<file path="config.mk">
export PLATFORM = sky130hd
export DESIGN_NAME = sfs_bank
export DESIGN_NICKNAME = d
export VERILOG_FILES = /design/src/rtl/sfs_pkg.sv /design/src/rtl/sfs_bank.sv
export SDC_FILE = /design/constraint.sdc
export NUM_CORES = 1
export LEC_CHECK = 0
export BUFFER_PORTS_ARGS = -buffer_cell sky130_fd_sc_hd__buf_4
export CORE_ASPECT_RATIO = 2
export CORE_MARGIN = 1
export CORE_UTILIZATION = 25
export DETAILED_ROUTE_END_ITERATION = 12
export PLACE_DENSITY = 0.5
export RECOVER_POWER = 100
export SYNTH_ARGS = -nofsm -noshare
export SYNTH_HDL_FRONTEND = slang
export SYNTH_SLANG_ARGS = --single-unit
</file>
<file path="constraint.sdc">
create_clock -name clk_sys -period 12.3 [get_ports clk_sys]
set_input_delay 1.845 -clock clk_sys [delete_from_list [all_inputs] [get_ports clk_sys]]
set_output_delay 1.845 -clock clk_sys [all_outputs]
set_load 0.005 [all_outputs]
</file>
<file path="src/rtl/sfs_pkg.sv">
// Package with register map, field positions, response codes and input types of the safety status bank
package sfs_pkg;

  // ===========================================================
  // Register indices (printed offsets) and address width
  localparam logic [15:0] IDX_SAFETY_ERROR_FLAGS        = 16'h1d13;
  localparam logic [15:0] IDX_MEMORY_ECC_COUNTER_CLEAR  = 16'h1d14;
  localparam logic [15:0] IDX_POWER_ON_SELFTEST_STATUS  = 16'h1d20;
  localparam logic [15:0] IDX_CTRL_MSG_COUNT_LOW        = 16'h1d0b;
  localparam logic [15:0] IDX_CTRL_MSG_COUNT_HIGH       = 16'h1d0c;
  localparam logic [15:0] IDX_IRQ_MASK                  = 16'h1d40;
  localparam logic [15:0] IDX_IRQ_STATUS                = 16'h1d41;
  localparam logic [15:0] IDX_UNCORR_COUNT              = 16'h1d42;
  localparam logic [15:0] IDX_CORR_COUNT                = 16'h1d43;
  localparam int          ADDR_W                        = 18;

  // ===========================================================
  // Field positions
  localparam int BIT_MSG_COUNT_ERR  = 7;
  localparam int BIT_CTRL_CRC_ERR   = 6;
  localparam int BIT_UNCORR_ECC     = 5;
  localparam int BIT_CORR_ECC       = 4;
  localparam int BIT_REG_CRC_ERR    = 0;
  localparam int BIT_CLR_UNCORR_CNT = 1;
  localparam int BIT_CLR_CORR_CNT   = 0;
  localparam int BIT_SELFTEST_DONE  = 7;
  localparam int BIT_MEM_ST_PASSED  = 6;
  localparam int BIT_LOGIC_ST_PASS  = 5;

  // ===========================================================
  // Reset values, widths and response codes
  localparam logic [7:0] RST_FLAGS   = 8'h00;
  localparam logic [7:0] RST_MASK    = 8'h00;
  localparam int         ECC_CNT_W   = 16;
  localparam logic [1:0] RESP_OKAY   = 2'h0;
  localparam logic [1:0] RESP_SLVERR = 2'h2;

  // ===========================================================
  // Event inputs from the surrounding logic
  typedef struct packed {
    logic msg_count_mismatch;
    logic ctrl_crc_mismatch;
    logic uncorr_ecc;
    logic corr_ecc;
    logic reg_crc_error;
  } sfs_events_t;

  // Self-test results from the power-on engine
  typedef struct packed {
    logic done;
    logic memory_passed;
    logic logic_passed;
  } sfs_selftest_t;

endpackage
</file>
<file path="src/rtl/sfs_bank.sv">
// Safety fault status register bank with AXI4-Lite slave
`timescale 1ns/100ps
module sfs_bank (
  input  wire logic                  clk_sys,
  input  wire logic                  rstn,
  // Event, message and self-test inputs from the core, all resynchronised
  input  wire sfs_pkg::sfs_events_t  events,
  input  wire logic                  msg_count_step,
  input  wire sfs_pkg::sfs_selftest_t selftest,
  // Register port, write channels
  input  wire logic [sfs_pkg::ADDR_W-1:0] s_axi_awaddr,
  input  wire logic                  s_axi_awvalid,
  output logic                       s_axi_awready,
  input  wire logic [31:0]           s_axi_wdata,
  input  wire logic [3:0]            s_axi_wstrb,
  input  wire logic                  s_axi_wvalid,
  output logic                       s_axi_wready,
  output logic [1:0]                 s_axi_bresp,
  output logic                       s_axi_bvalid,
  input  wire logic                  s_axi_bready,
  // Register port, read channels
  input  wire logic [sfs_pkg::ADDR_W-1:0] s_axi_araddr,
  input  wire logic                  s_axi_arvalid,
  output logic                       s_axi_arready,
  output logic [31:0]                s_axi_rdata,
  output logic [1:0]                 s_axi_rresp,
  output logic                       s_axi_rvalid,
  input  wire logic                  s_axi_rready,
  // Level interrupt
  output logic                       irq
);

  // ===========================================================
  // Reset release
  logic       rst_q1;
  logic       rst_n;
  always_ff @(posedge clk_sys or negedge rstn) begin
    if (!rstn) begin
      rst_q1 <= 1'b0;
      rst_n  <= 1'b0;
    end else begin
      rst_q1 <= 1'b1;
      rst_n  <= rst_q1;
    end
  end

  // ===========================================================
  // Write channel capture
  logic [sfs_pkg::ADDR_W-1:0] aw_addr;
  logic                       aw_held;
  logic [31:0]                w_data;
  logic                       w_lane0;
  logic                       w_held;
  // Address and data may arrive in either order; each is held until the pair fires
  wire aw_take   = s_axi_awvalid && s_axi_awready;
  wire w_take    = s_axi_wvalid && s_axi_wready;
  wire wr_fire   = aw_held && w_held && !s_axi_bvalid;

  always_ff @(posedge clk_sys or negedge rst_n) begin
    if (!rst_n) begin
      aw_held <= 1'b0;
      aw_addr <= '0;
    end else if (aw_take) begin
      aw_held <= 1'b1;
      aw_addr <= s_axi_awaddr;
    end else if (wr_fire) begin
      aw_held <= 1'b0;
    end
  end

  always_ff @(posedge clk_sys or negedge rst_n) begin
    if (!rst_n) begin
      w_held  <= 1'b0;
      w_data  <= '0;
      w_lane0 <= 1'b0;
    end else if (w_take) begin
      w_held  <= 1'b1;
      w_data  <= s_axi_wdata;
      w_lane0 <= s_axi_wstrb[0];
    end else if (wr_fire) begin
      w_held <= 1'b0;
    end
  end

  always_ff @(posedge clk_sys or negedge rst_n) begin
    if (!rst_n) begin
      s_axi_awready <= 1'b0;
      s_axi_wready  <= 1'b0;
    end else begin
      s_axi_awready <= !aw_held && !aw_take && !s_axi_bvalid;
      s_axi_wready  <= !w_held && !w_take && !s_axi_bvalid;
    end
  end

  // ===========================================================
  // Write decode
  wire [15:0] wr_idx     = 16'(aw_addr[sfs_pkg::ADDR_W-1:2]);
  wire        wr_clear   = wr_idx == sfs_pkg::IDX_MEMORY_ECC_COUNTER_CLEAR;
  wire        wr_mask    = wr_idx == sfs_pkg::IDX_IRQ_MASK;
  wire        wr_status  = wr_idx == sfs_pkg::IDX_IRQ_STATUS;
  wire        wr_ro      = wr_idx == sfs_pkg::IDX_SAFETY_ERROR_FLAGS
                        || wr_idx == sfs_pkg::IDX_POWER_ON_SELFTEST_STATUS
                        || wr_idx == sfs_pkg::IDX_CTRL_MSG_COUNT_LOW
                        || wr_idx == sfs_pkg::IDX_CTRL_MSG_COUNT_HIGH
                        || wr_idx == sfs_pkg::IDX_UNCORR_COUNT
                        || wr_idx == sfs_pkg::IDX_CORR_COUNT;
  wire        wr_hit     = wr_clear || wr_mask || wr_status || wr_ro;
  wire        wr_lo      = wr_fire && w_lane0;
  wire        clr_uncorr = wr_lo && wr_clear && w_data[sfs_pkg::BIT_CLR_UNCORR_CNT];
  wire        clr_corr   = wr_lo && wr_clear && w_data[sfs_pkg::BIT_CLR_CORR_CNT];

  always_ff @(posedge clk_sys or negedge rst_n) begin
    if (!rst_n) begin
      s_axi_bvalid <= 1'b0;
      s_axi_bresp  <= sfs_pkg::RESP_OKAY;
    end else if (wr_fire) begin
      s_axi_bvalid <= 1'b1;
      s_axi_bresp  <= wr_hit ? sfs_pkg::RESP_OKAY : sfs_pkg::RESP_SLVERR;
    end else if (s_axi_bready) begin
      s_axi_bvalid <= 1'b0;
    end
  end

  // ===========================================================
  // Event synchronisers
  logic [4:0] ev_s1;
  logic [4:0] ev_s2;
  logic [2:0] st_s1;
  logic [2:0] st_s2;
  logic       step_s1;
  logic       step_s2;
  logic       step_d;
  always_ff @(posedge clk_sys or negedge rst_n) begin
    if (!rst_n) begin
      ev_s1 <= '0;
      ev_s2 <= '0;
    end else begin
      ev_s1 <= events;
      ev_s2 <= ev_s1;
    end
  end

  always_ff @(posedge clk_sys or negedge rst_n) begin
    if (!rst_n) begin
      st_s1 <= '0;
      st_s2 <= '0;
    end else begin
      st_s1 <= selftest;
      st_s2 <= st_s1;
    end
  end

  // Delayed copy resets low, the idle level of the pin, so no false edge
  always_ff @(posedge clk_sys or negedge rst_n) begin
    if (!rst_n) begin
      step_s1 <= 1'b0;
      step_s2 <= 1'b0;
      step_d  <= 1'b0;
    end else begin
      step_s1 <= msg_count_step;
      step_s2 <= step_s1;
      step_d  <= step_s2;
    end
  end
  sfs_pkg::sfs_events_t   ev;
  sfs_pkg::sfs_selftest_t st;
  assign ev = ev_s2;
  assign st = st_s2;

  // ===========================================================
  // Sticky flags
  logic [7:0] flags;
  wire  [7:0] flag_set;
  assign flag_set[sfs_pkg::BIT_MSG_COUNT_ERR] = ev.msg_count_mismatch;
  assign flag_set[sfs_pkg::BIT_CTRL_CRC_ERR]  = ev.ctrl_crc_mismatch;
  assign flag_set[sfs_pkg::BIT_UNCORR_ECC]    = ev.uncorr_ecc;
  assign flag_set[sfs_pkg::BIT_CORR_ECC]      = ev.corr_ecc;
  assign flag_set[3:1]                        = 3'h0;
  assign flag_set[sfs_pkg::BIT_REG_CRC_ERR]   = ev.reg_crc_error;

  // Flags clear only at reset; software sees them read-only
  always_ff @(posedge clk_sys or negedge rst_n) begin
    if (!rst_n) flags <= sfs_pkg::RST_FLAGS;
    else        flags <= flags | flag_set;
  end

  // ===========================================================
  // Interrupt status and mask, write one to clear, set wins
  logic [7:0] irq_status;
  logic [7:0] irq_mask;
  wire  [7:0] st_clr = (wr_lo && wr_status) ? w_data[7:0] : 8'h00;
  always_ff @(posedge clk_sys or negedge rst_n) begin
    if (!rst_n) irq_status <= sfs_pkg::RST_FLAGS;
    else        irq_status <= (irq_status & ~st_clr) | flag_set;
  end

  always_ff @(posedge clk_sys or negedge rst_n) begin
    if (!rst_n)                irq_mask <= sfs_pkg::RST_MASK;
    else if (wr_lo && wr_mask) irq_mask <= w_data[7:0];
  end

  // Registered so the pin comes straight from a flop
  always_ff @(posedge clk_sys or negedge rst_n) begin
    if (!rst_n) irq <= 1'b0;
    else        irq <= |(irq_status & irq_mask);
  end

  // ===========================================================
  // ECC error counters, saturating
  logic [sfs_pkg::ECC_CNT_W-1:0] cnt_uncorr;
  logic [sfs_pkg::ECC_CNT_W-1:0] cnt_corr;
  logic [15:0]                   msg_count;
  localparam logic [sfs_pkg::ECC_CNT_W-1:0] CNT_ONE = (sfs_pkg::ECC_CNT_W)'(1);
  wire inc_uncorr = ev.uncorr_ecc && !(&cnt_uncorr);
  wire inc_corr   = ev.corr_ecc && !(&cnt_corr);

  // counter zeroing, clear wins over an increment
  always_ff @(posedge clk_sys or negedge rst_n) begin
    if (!rst_n)          cnt_uncorr <= '0;
    else if (clr_uncorr) cnt_uncorr <= '0;
    else if (inc_uncorr) cnt_uncorr <= cnt_uncorr + CNT_ONE;
  end

  // counter zeroing, clear wins over an increment
  always_ff @(posedge clk_sys or negedge rst_n) begin
    if (!rst_n)        cnt_corr <= '0;
    else if (clr_corr) cnt_corr <= '0;
    else if (inc_corr) cnt_corr <= cnt_corr + CNT_ONE;
  end

  // message counter advances per received message
  always_ff @(posedge clk_sys or negedge rst_n) begin
    if (!rst_n)                 msg_count <= '0;
    else if (step_s2 && !step_d) msg_count <= msg_count + 16'h0001;
  end

  // ===========================================================
  // Read path
  logic [7:0] power_on_self_test_status;
  always_comb begin
    power_on_self_test_status = 8'h00;
    power_on_self_test_status[sfs_pkg::BIT_SELFTEST_DONE] = st.done;
    power_on_self_test_status[sfs_pkg::BIT_MEM_ST_PASSED] = st.done && st.memory_passed;
    power_on_self_test_status[sfs_pkg::BIT_LOGIC_ST_PASS] = st.done && st.logic_passed;
  end

  wire [15:0] rd_idx = 16'(s_axi_araddr[sfs_pkg::ADDR_W-1:2]);
  logic [31:0] rd_val;
  logic        rd_hit;
  always_comb begin
    rd_hit = 1'b1;
    case (rd_idx)
      sfs_pkg::IDX_SAFETY_ERROR_FLAGS:       rd_val = {24'h0, flags};
      // Clear bits self-clear and always read 0
      sfs_pkg::IDX_MEMORY_ECC_COUNTER_CLEAR: rd_val = 32'h0;
      sfs_pkg::IDX_POWER_ON_SELFTEST_STATUS: rd_val = {24'h0, power_on_self_test_status};
      sfs_pkg::IDX_CTRL_MSG_COUNT_LOW:       rd_val = {24'h0, msg_count[7:0]};
      sfs_pkg::IDX_CTRL_MSG_COUNT_HIGH:      rd_val = {24'h0, msg_count[15:8]};
      sfs_pkg::IDX_IRQ_MASK:                 rd_val = {24'h0, irq_mask};
      sfs_pkg::IDX_IRQ_STATUS:               rd_val = {24'h0, irq_status};
      sfs_pkg::IDX_UNCORR_COUNT:             rd_val = {16'h0, cnt_uncorr};
      sfs_pkg::IDX_CORR_COUNT:               rd_val = {16'h0, cnt_corr};
      default: begin
        rd_val = 32'h0;
        rd_hit = 1'b0;
      end
    endcase
  end

  // Read data is captured in the cycle the address is taken
  wire ar_take = s_axi_arvalid && s_axi_arready;
  always_ff @(posedge clk_sys or negedge rst_n) begin
    if (!rst_n) begin
      s_axi_arready <= 1'b0;
      s_axi_rvalid  <= 1'b0;
      s_axi_rdata   <= 32'h0;
      s_axi_rresp   <= sfs_pkg::RESP_OKAY;
    end else begin
      s_axi_arready <= !s_axi_rvalid && !ar_take;
      if (ar_take) begin
        s_axi_rvalid <= 1'b1;
        s_axi_rdata  <= rd_val;
        s_axi_rresp  <= rd_hit ? sfs_pkg::RESP_OKAY : sfs_pkg::RESP_SLVERR;
      end else if (s_axi_rready) begin
        s_axi_rvalid <= 1'b0;
      end
    end
  end

endmodule

</file>
Yosys cells after proc, flatten, opt, wreduce, memory -nomap -nowiden
Cells that the tools add are included.

Register bits: 164. Bits of input ports: 88. Output and inout bits: 42. Word-level logic and storage cells: 120.

$add $sub $neg: 3. Equal/unequal tests: 18. Multiplexer cells: 16. Bitwise gates (word level): 5. Reductions and logical operators: 49.

Operators by type and width (number): equality test 16 x 13 -> 1 bit, second input constant (18); case mux 16 bit (8 select lines) (1); two-way mux 16 bit (4); adder 16 x 1 -> 16 bit, second input constant (3); AND reduction 16 bit (2); logical AND 1 bit (21); bitwise AND 8 bit (2); OR 8 bit (2); nonzero test 2 bit (6); zero test 1 bit (10); OR reduction 9 bit (1); logical OR 1 bit (8); two-way mux 1 bit (8); two-way mux 8 bit (1); NOT 8 bit (1); OR reduction 8 bit (1); two-way mux 2 bit (2).

Depth between registers and ports, before layout
Word-level depth: 8. Depth in mapped cells: 7. Mapped depth without buffers: 6.

Worst setup path after synthesis
No wires, ideal clock.

Path type: input port to flip-flop. Start: input port s_axi_araddr[15] (netlist name). End: register s_axi_rdata[7]. Data arrival time: 3040 ps. Path slack: 9166 ps. Stages: 5. Cell sequence: nor4b_4 > nand2_1 > nor3_2 > a222oi_1 > a211oi_1.

Longest elaborated chain between the ends: 2. Elaborated cells on any way between the ends: 9. Classes of those cells: 8 x eq/ne; 1 x mux.

Ends and longest elaborated chain: start: declaration (RTL line sfs_bank.sv:22) `input wire logic [sfs_pkg::ADDR_W-1:0] s_axi_araddr,`; equality test 16 x 13 -> 1 bit (RTL line sfs_bank.sv:252) `case (rd_idx)`; case mux 16 bit (8 select lines) * (RTL line sfs_bank.sv:252); end signal: assignment (RTL line sfs_bank.sv:282) `s_axi_rdata <= rd_val;`; end: declaration (RTL line sfs_bank.sv:25) `output logic [31:0] s_axi_rdata,`.

Mark *: on every way between the ends. The rest lies on a longest branch, timed or not. A chain may end at the register's enable or synchronous reset.

==> out/summary.txt <==
Status = finished with violations
Failing checks = capacitance limit, slew limit
Worst path slowest cell = clkbuf_1
Internal = 0.00105 W
Internal reg-to-reg setup slack = 6210 ps
Vias in the first global route = 4649
# clock sinks = 141
Largest net degree at the start of global routing = 79
Post-Syn Instances = 561
Worst EP required = 11870 ps
Initial antenna violation count = 0
H-tree depth = 4
Worst VDD drop = 0.107 mV
Fin crit period = 6090 ps
Filler cells = 2590
Total track usage = 12.7%
Startpoint types = register
Netlist cell types = 56
Final core utilization = 31.3%
Pre-CTS setup slack = 8220 ps
Final net count = 735
Clock Root Buffer = clkbuf_16
Setup ws final = 6210 ps
Comb power frac = 20.7%
Seq cells post-synth = 141
Final Max Slew Viols = 142
HP Class = reg -> reg
Worst-case clock skew = 9.18 ps
Clock power frac = 33.1%
Via count = 4551
CP Capture Type = asynchronous set/reset pin
Max clock buf depth = 2
Initial Util = 25.5%
Seq/Total Area, Yosys = 55.0%
Fin crit share = 49.5%
WL per Instance = 15.5 µm
Syn avg cell area = 11.4 µm²
Num rows = 82
Antenna diode count = 0
Switching Share = 33.4%
Reg2Reg Depth = 1
Top FF cell, synth = dfrtp_1
RSZ-0062 raised after global routing = no
Crit-path max cell delay = 3020 ps
Post-DP HPWL = 11400 µm
Switching power = 0.000524 W
Core area = 25100 µm²
Final hold violation count = 0
Final-report setup violation count = 0
Area delta synth->final = 22.5%
WL final = 15400 µm
First-pass GRT wire length = 24900 µm
Inst Count DP = 961
Worst Max-Slew Pin Slew = 4150 ps
Final Hold Slack = 347 ps
CP Buf/Inv Count = 1
DRT antenna net count = 0
GPL Wtd Cong = 0.783
YS warnings = 0
Vias per inst = 4.58
Total CTS buffers = 17
Setup Buffers After CTS = 0
Hold depth = 0
Max-Cap Viols = 2
DR DRC count = 0
Worst path depth = 1
Post-CTS resize count = 0
Die area = 26400 µm²
Iter 0 DRT Violations = 215
IO Pins = 130
Cells along the critical path = clkbuf_1
IO Port Bufs = 80
Crit path DAT = 5670 ps
Pleak = 3.24 nW
Max_slew headroom = -177%
Share of cells above drive strength 1 = 24.2%
DIE HEIGHT = 229 µm
Fin cells = 993
EDFF count, synth = 0
Pre-Repair DR Iteration Count = 4
Mapped Area = 6420 µm²
Critical path peak fanout = 78
Grt ovf = 0
CTS tree = yes
Crit path kind = reg -> async
Delay-heaviest family, CP = buffers and inverters
Register share of total power = 46.3%
Setup TNS = 0 ps
Die W = 115 µm
Max Freq = 164 MHz
Hold buffer count at cts = 0
Async set-reset flop share out of synthesis = 100%
Clock Pin Slew Worst Setup and Hold Paths = 70 ps
Clock latency on the worst-skew pair = 430 ps
Power Density = 200 nW/µm²
==> area by class of cell <==
cell class | instances | area (µm²) | area share (%)
Clock buffer | 17 | 425 | 5.41
Clock inverter | 15 | 171 | 2.18
Inverter | 7 | 26.3 | 0.334
Multi-Input combinational cell | 396 | 2710 | 34.5
Sequential cell | 141 | 3530 | 44.9
Tap cell | 336 | 420 | 5.35
Timing Repair Buffer | 81 | 582 | 7.40
==> final timing paths <==
check | start | endpoint
setup / recovery | rst_n | msg_count[6]
hold / removal | ev_s1[0] | ev[0]
setup reg to reg | rst_n | msg_count[6]
hold reg to reg | ev_s1[0] | ev[0]
max in group clk_sys | s_axi_araddr[7] | s_axi_rdata[11]
min in group asynchronous | rst_n | ev_s1[2]
==> routing by layer <==
layer | up-vias | global-route usage, % | routed length [µm]
met1 | 2233 | 13.0 | 5700
met2 | 116 | 23.0 | 8510
li1 | 2177 | - | -
met4 | 0 | 7.55 | 573
met3 | 25 | 2.76 | 577
met5 | - | 0 | 0
==> flip-flops by register name (all words and copies together), names as in the netlist, 5 cells and up <==
name	count
irq_status	8
aw_addr	16
flags	5
cnt_uncorr	16
irq_mask	8
ev	5
w_data	8
cnt_corr	16
s_axi_rdata	16
msg_count	16
ev_s1	5
==> power groups by stage <==
| stage | Combinational (W) | Clock, W | Sequential (W) |
|---|---|---|---|
| 2_1_floorplan | 0.000243 | 0 | 0.000689 |
| 3_3_place_gp | 0.000325 | 0 | 0.000735 |
| 3_5_place_dp | 0.000332 | 0 | 0.000738 |
| 4_1_cts | 0.000334 | 0.000539 | 0.000730 |
| 5_1_grt | 0.000368 | 0.000557 | 0.000748 |
| 6_report | 0.000324 | 0.000519 | 0.000727 |
==> kinds of logic (layout without fill, tap and decap cells) <==
logic type / after synthesis / in the layout / share of synthesized area [%]
xor gates and xnor gates: 35 / 35 / 4.77
adders and majority gates: 3 / 3 / 0.585
muxes: 52 / 52 / 9.76
and+or+nand+nor: 201 / 201 / 17.1
DFF: 141 / 141 / 55.0
other: 2 / 19 / 0.117
buffers and inverters: 41 / 120 / 3.76
AOI/OAI and AO/OA: 86 / 86 / 8.93
==> per-stage QoR <==
stage,cell area (µm²),total power [W]
after floorplan,6480,0.000932
after global placement,7300,0.00106
after detailed placement,7300,0.00107
after CTS,7900,0.00160
after global routing,7870,0.00167
final,7870,0.00157
==> synthesized netlist by cell type (9+ instances only) <==
| master | number | area [µm²] |
|---|---|---|
| dfrtp_1 | 141 | 3530 |
| nor2_1 | 51 | 191 |
| nand2_1 | 37 | 139 |
| mux2_2 | 35 | 394 |
| nand3_1 | 25 | 125 |
| o21ai_0 | 22 | 110 |
| buf_4 | 19 | 143 |
| xnor2_1 | 19 | 166 |
| nand4_1 | 18 | 113 |
| xor2_1 | 16 | 140 |
| mux2i_1 | 12 | 120 |
| a22oi_1 | 11 | 82.6 |
| and4_1 | 10 | 87.6 |
| a211oi_1 | 9 | 67.6 |
==> cells in the final DEF (no fill, tap or decap), types with 9 or more instances in the layout <==
cell type  synthesis  layout
clkbuf_16          0      17
dfrtp_1          141     141
a22oi_1           11      11
o21ai_0           22      24
and4_1            10      11
clkbuf_4           0      33
xnor2_1           19      19
nand4_1           18      18
nor2_1            51      51
a211oi_1           9       9
mux2i_1           12      12
nand3_1           25      25
nand2_1           37      37
conb_1             2      19
mux2_2            35      35
xor2_1            16      16
buf_4             19      41
Note: power is estimated with default switching activity, not from simulation.
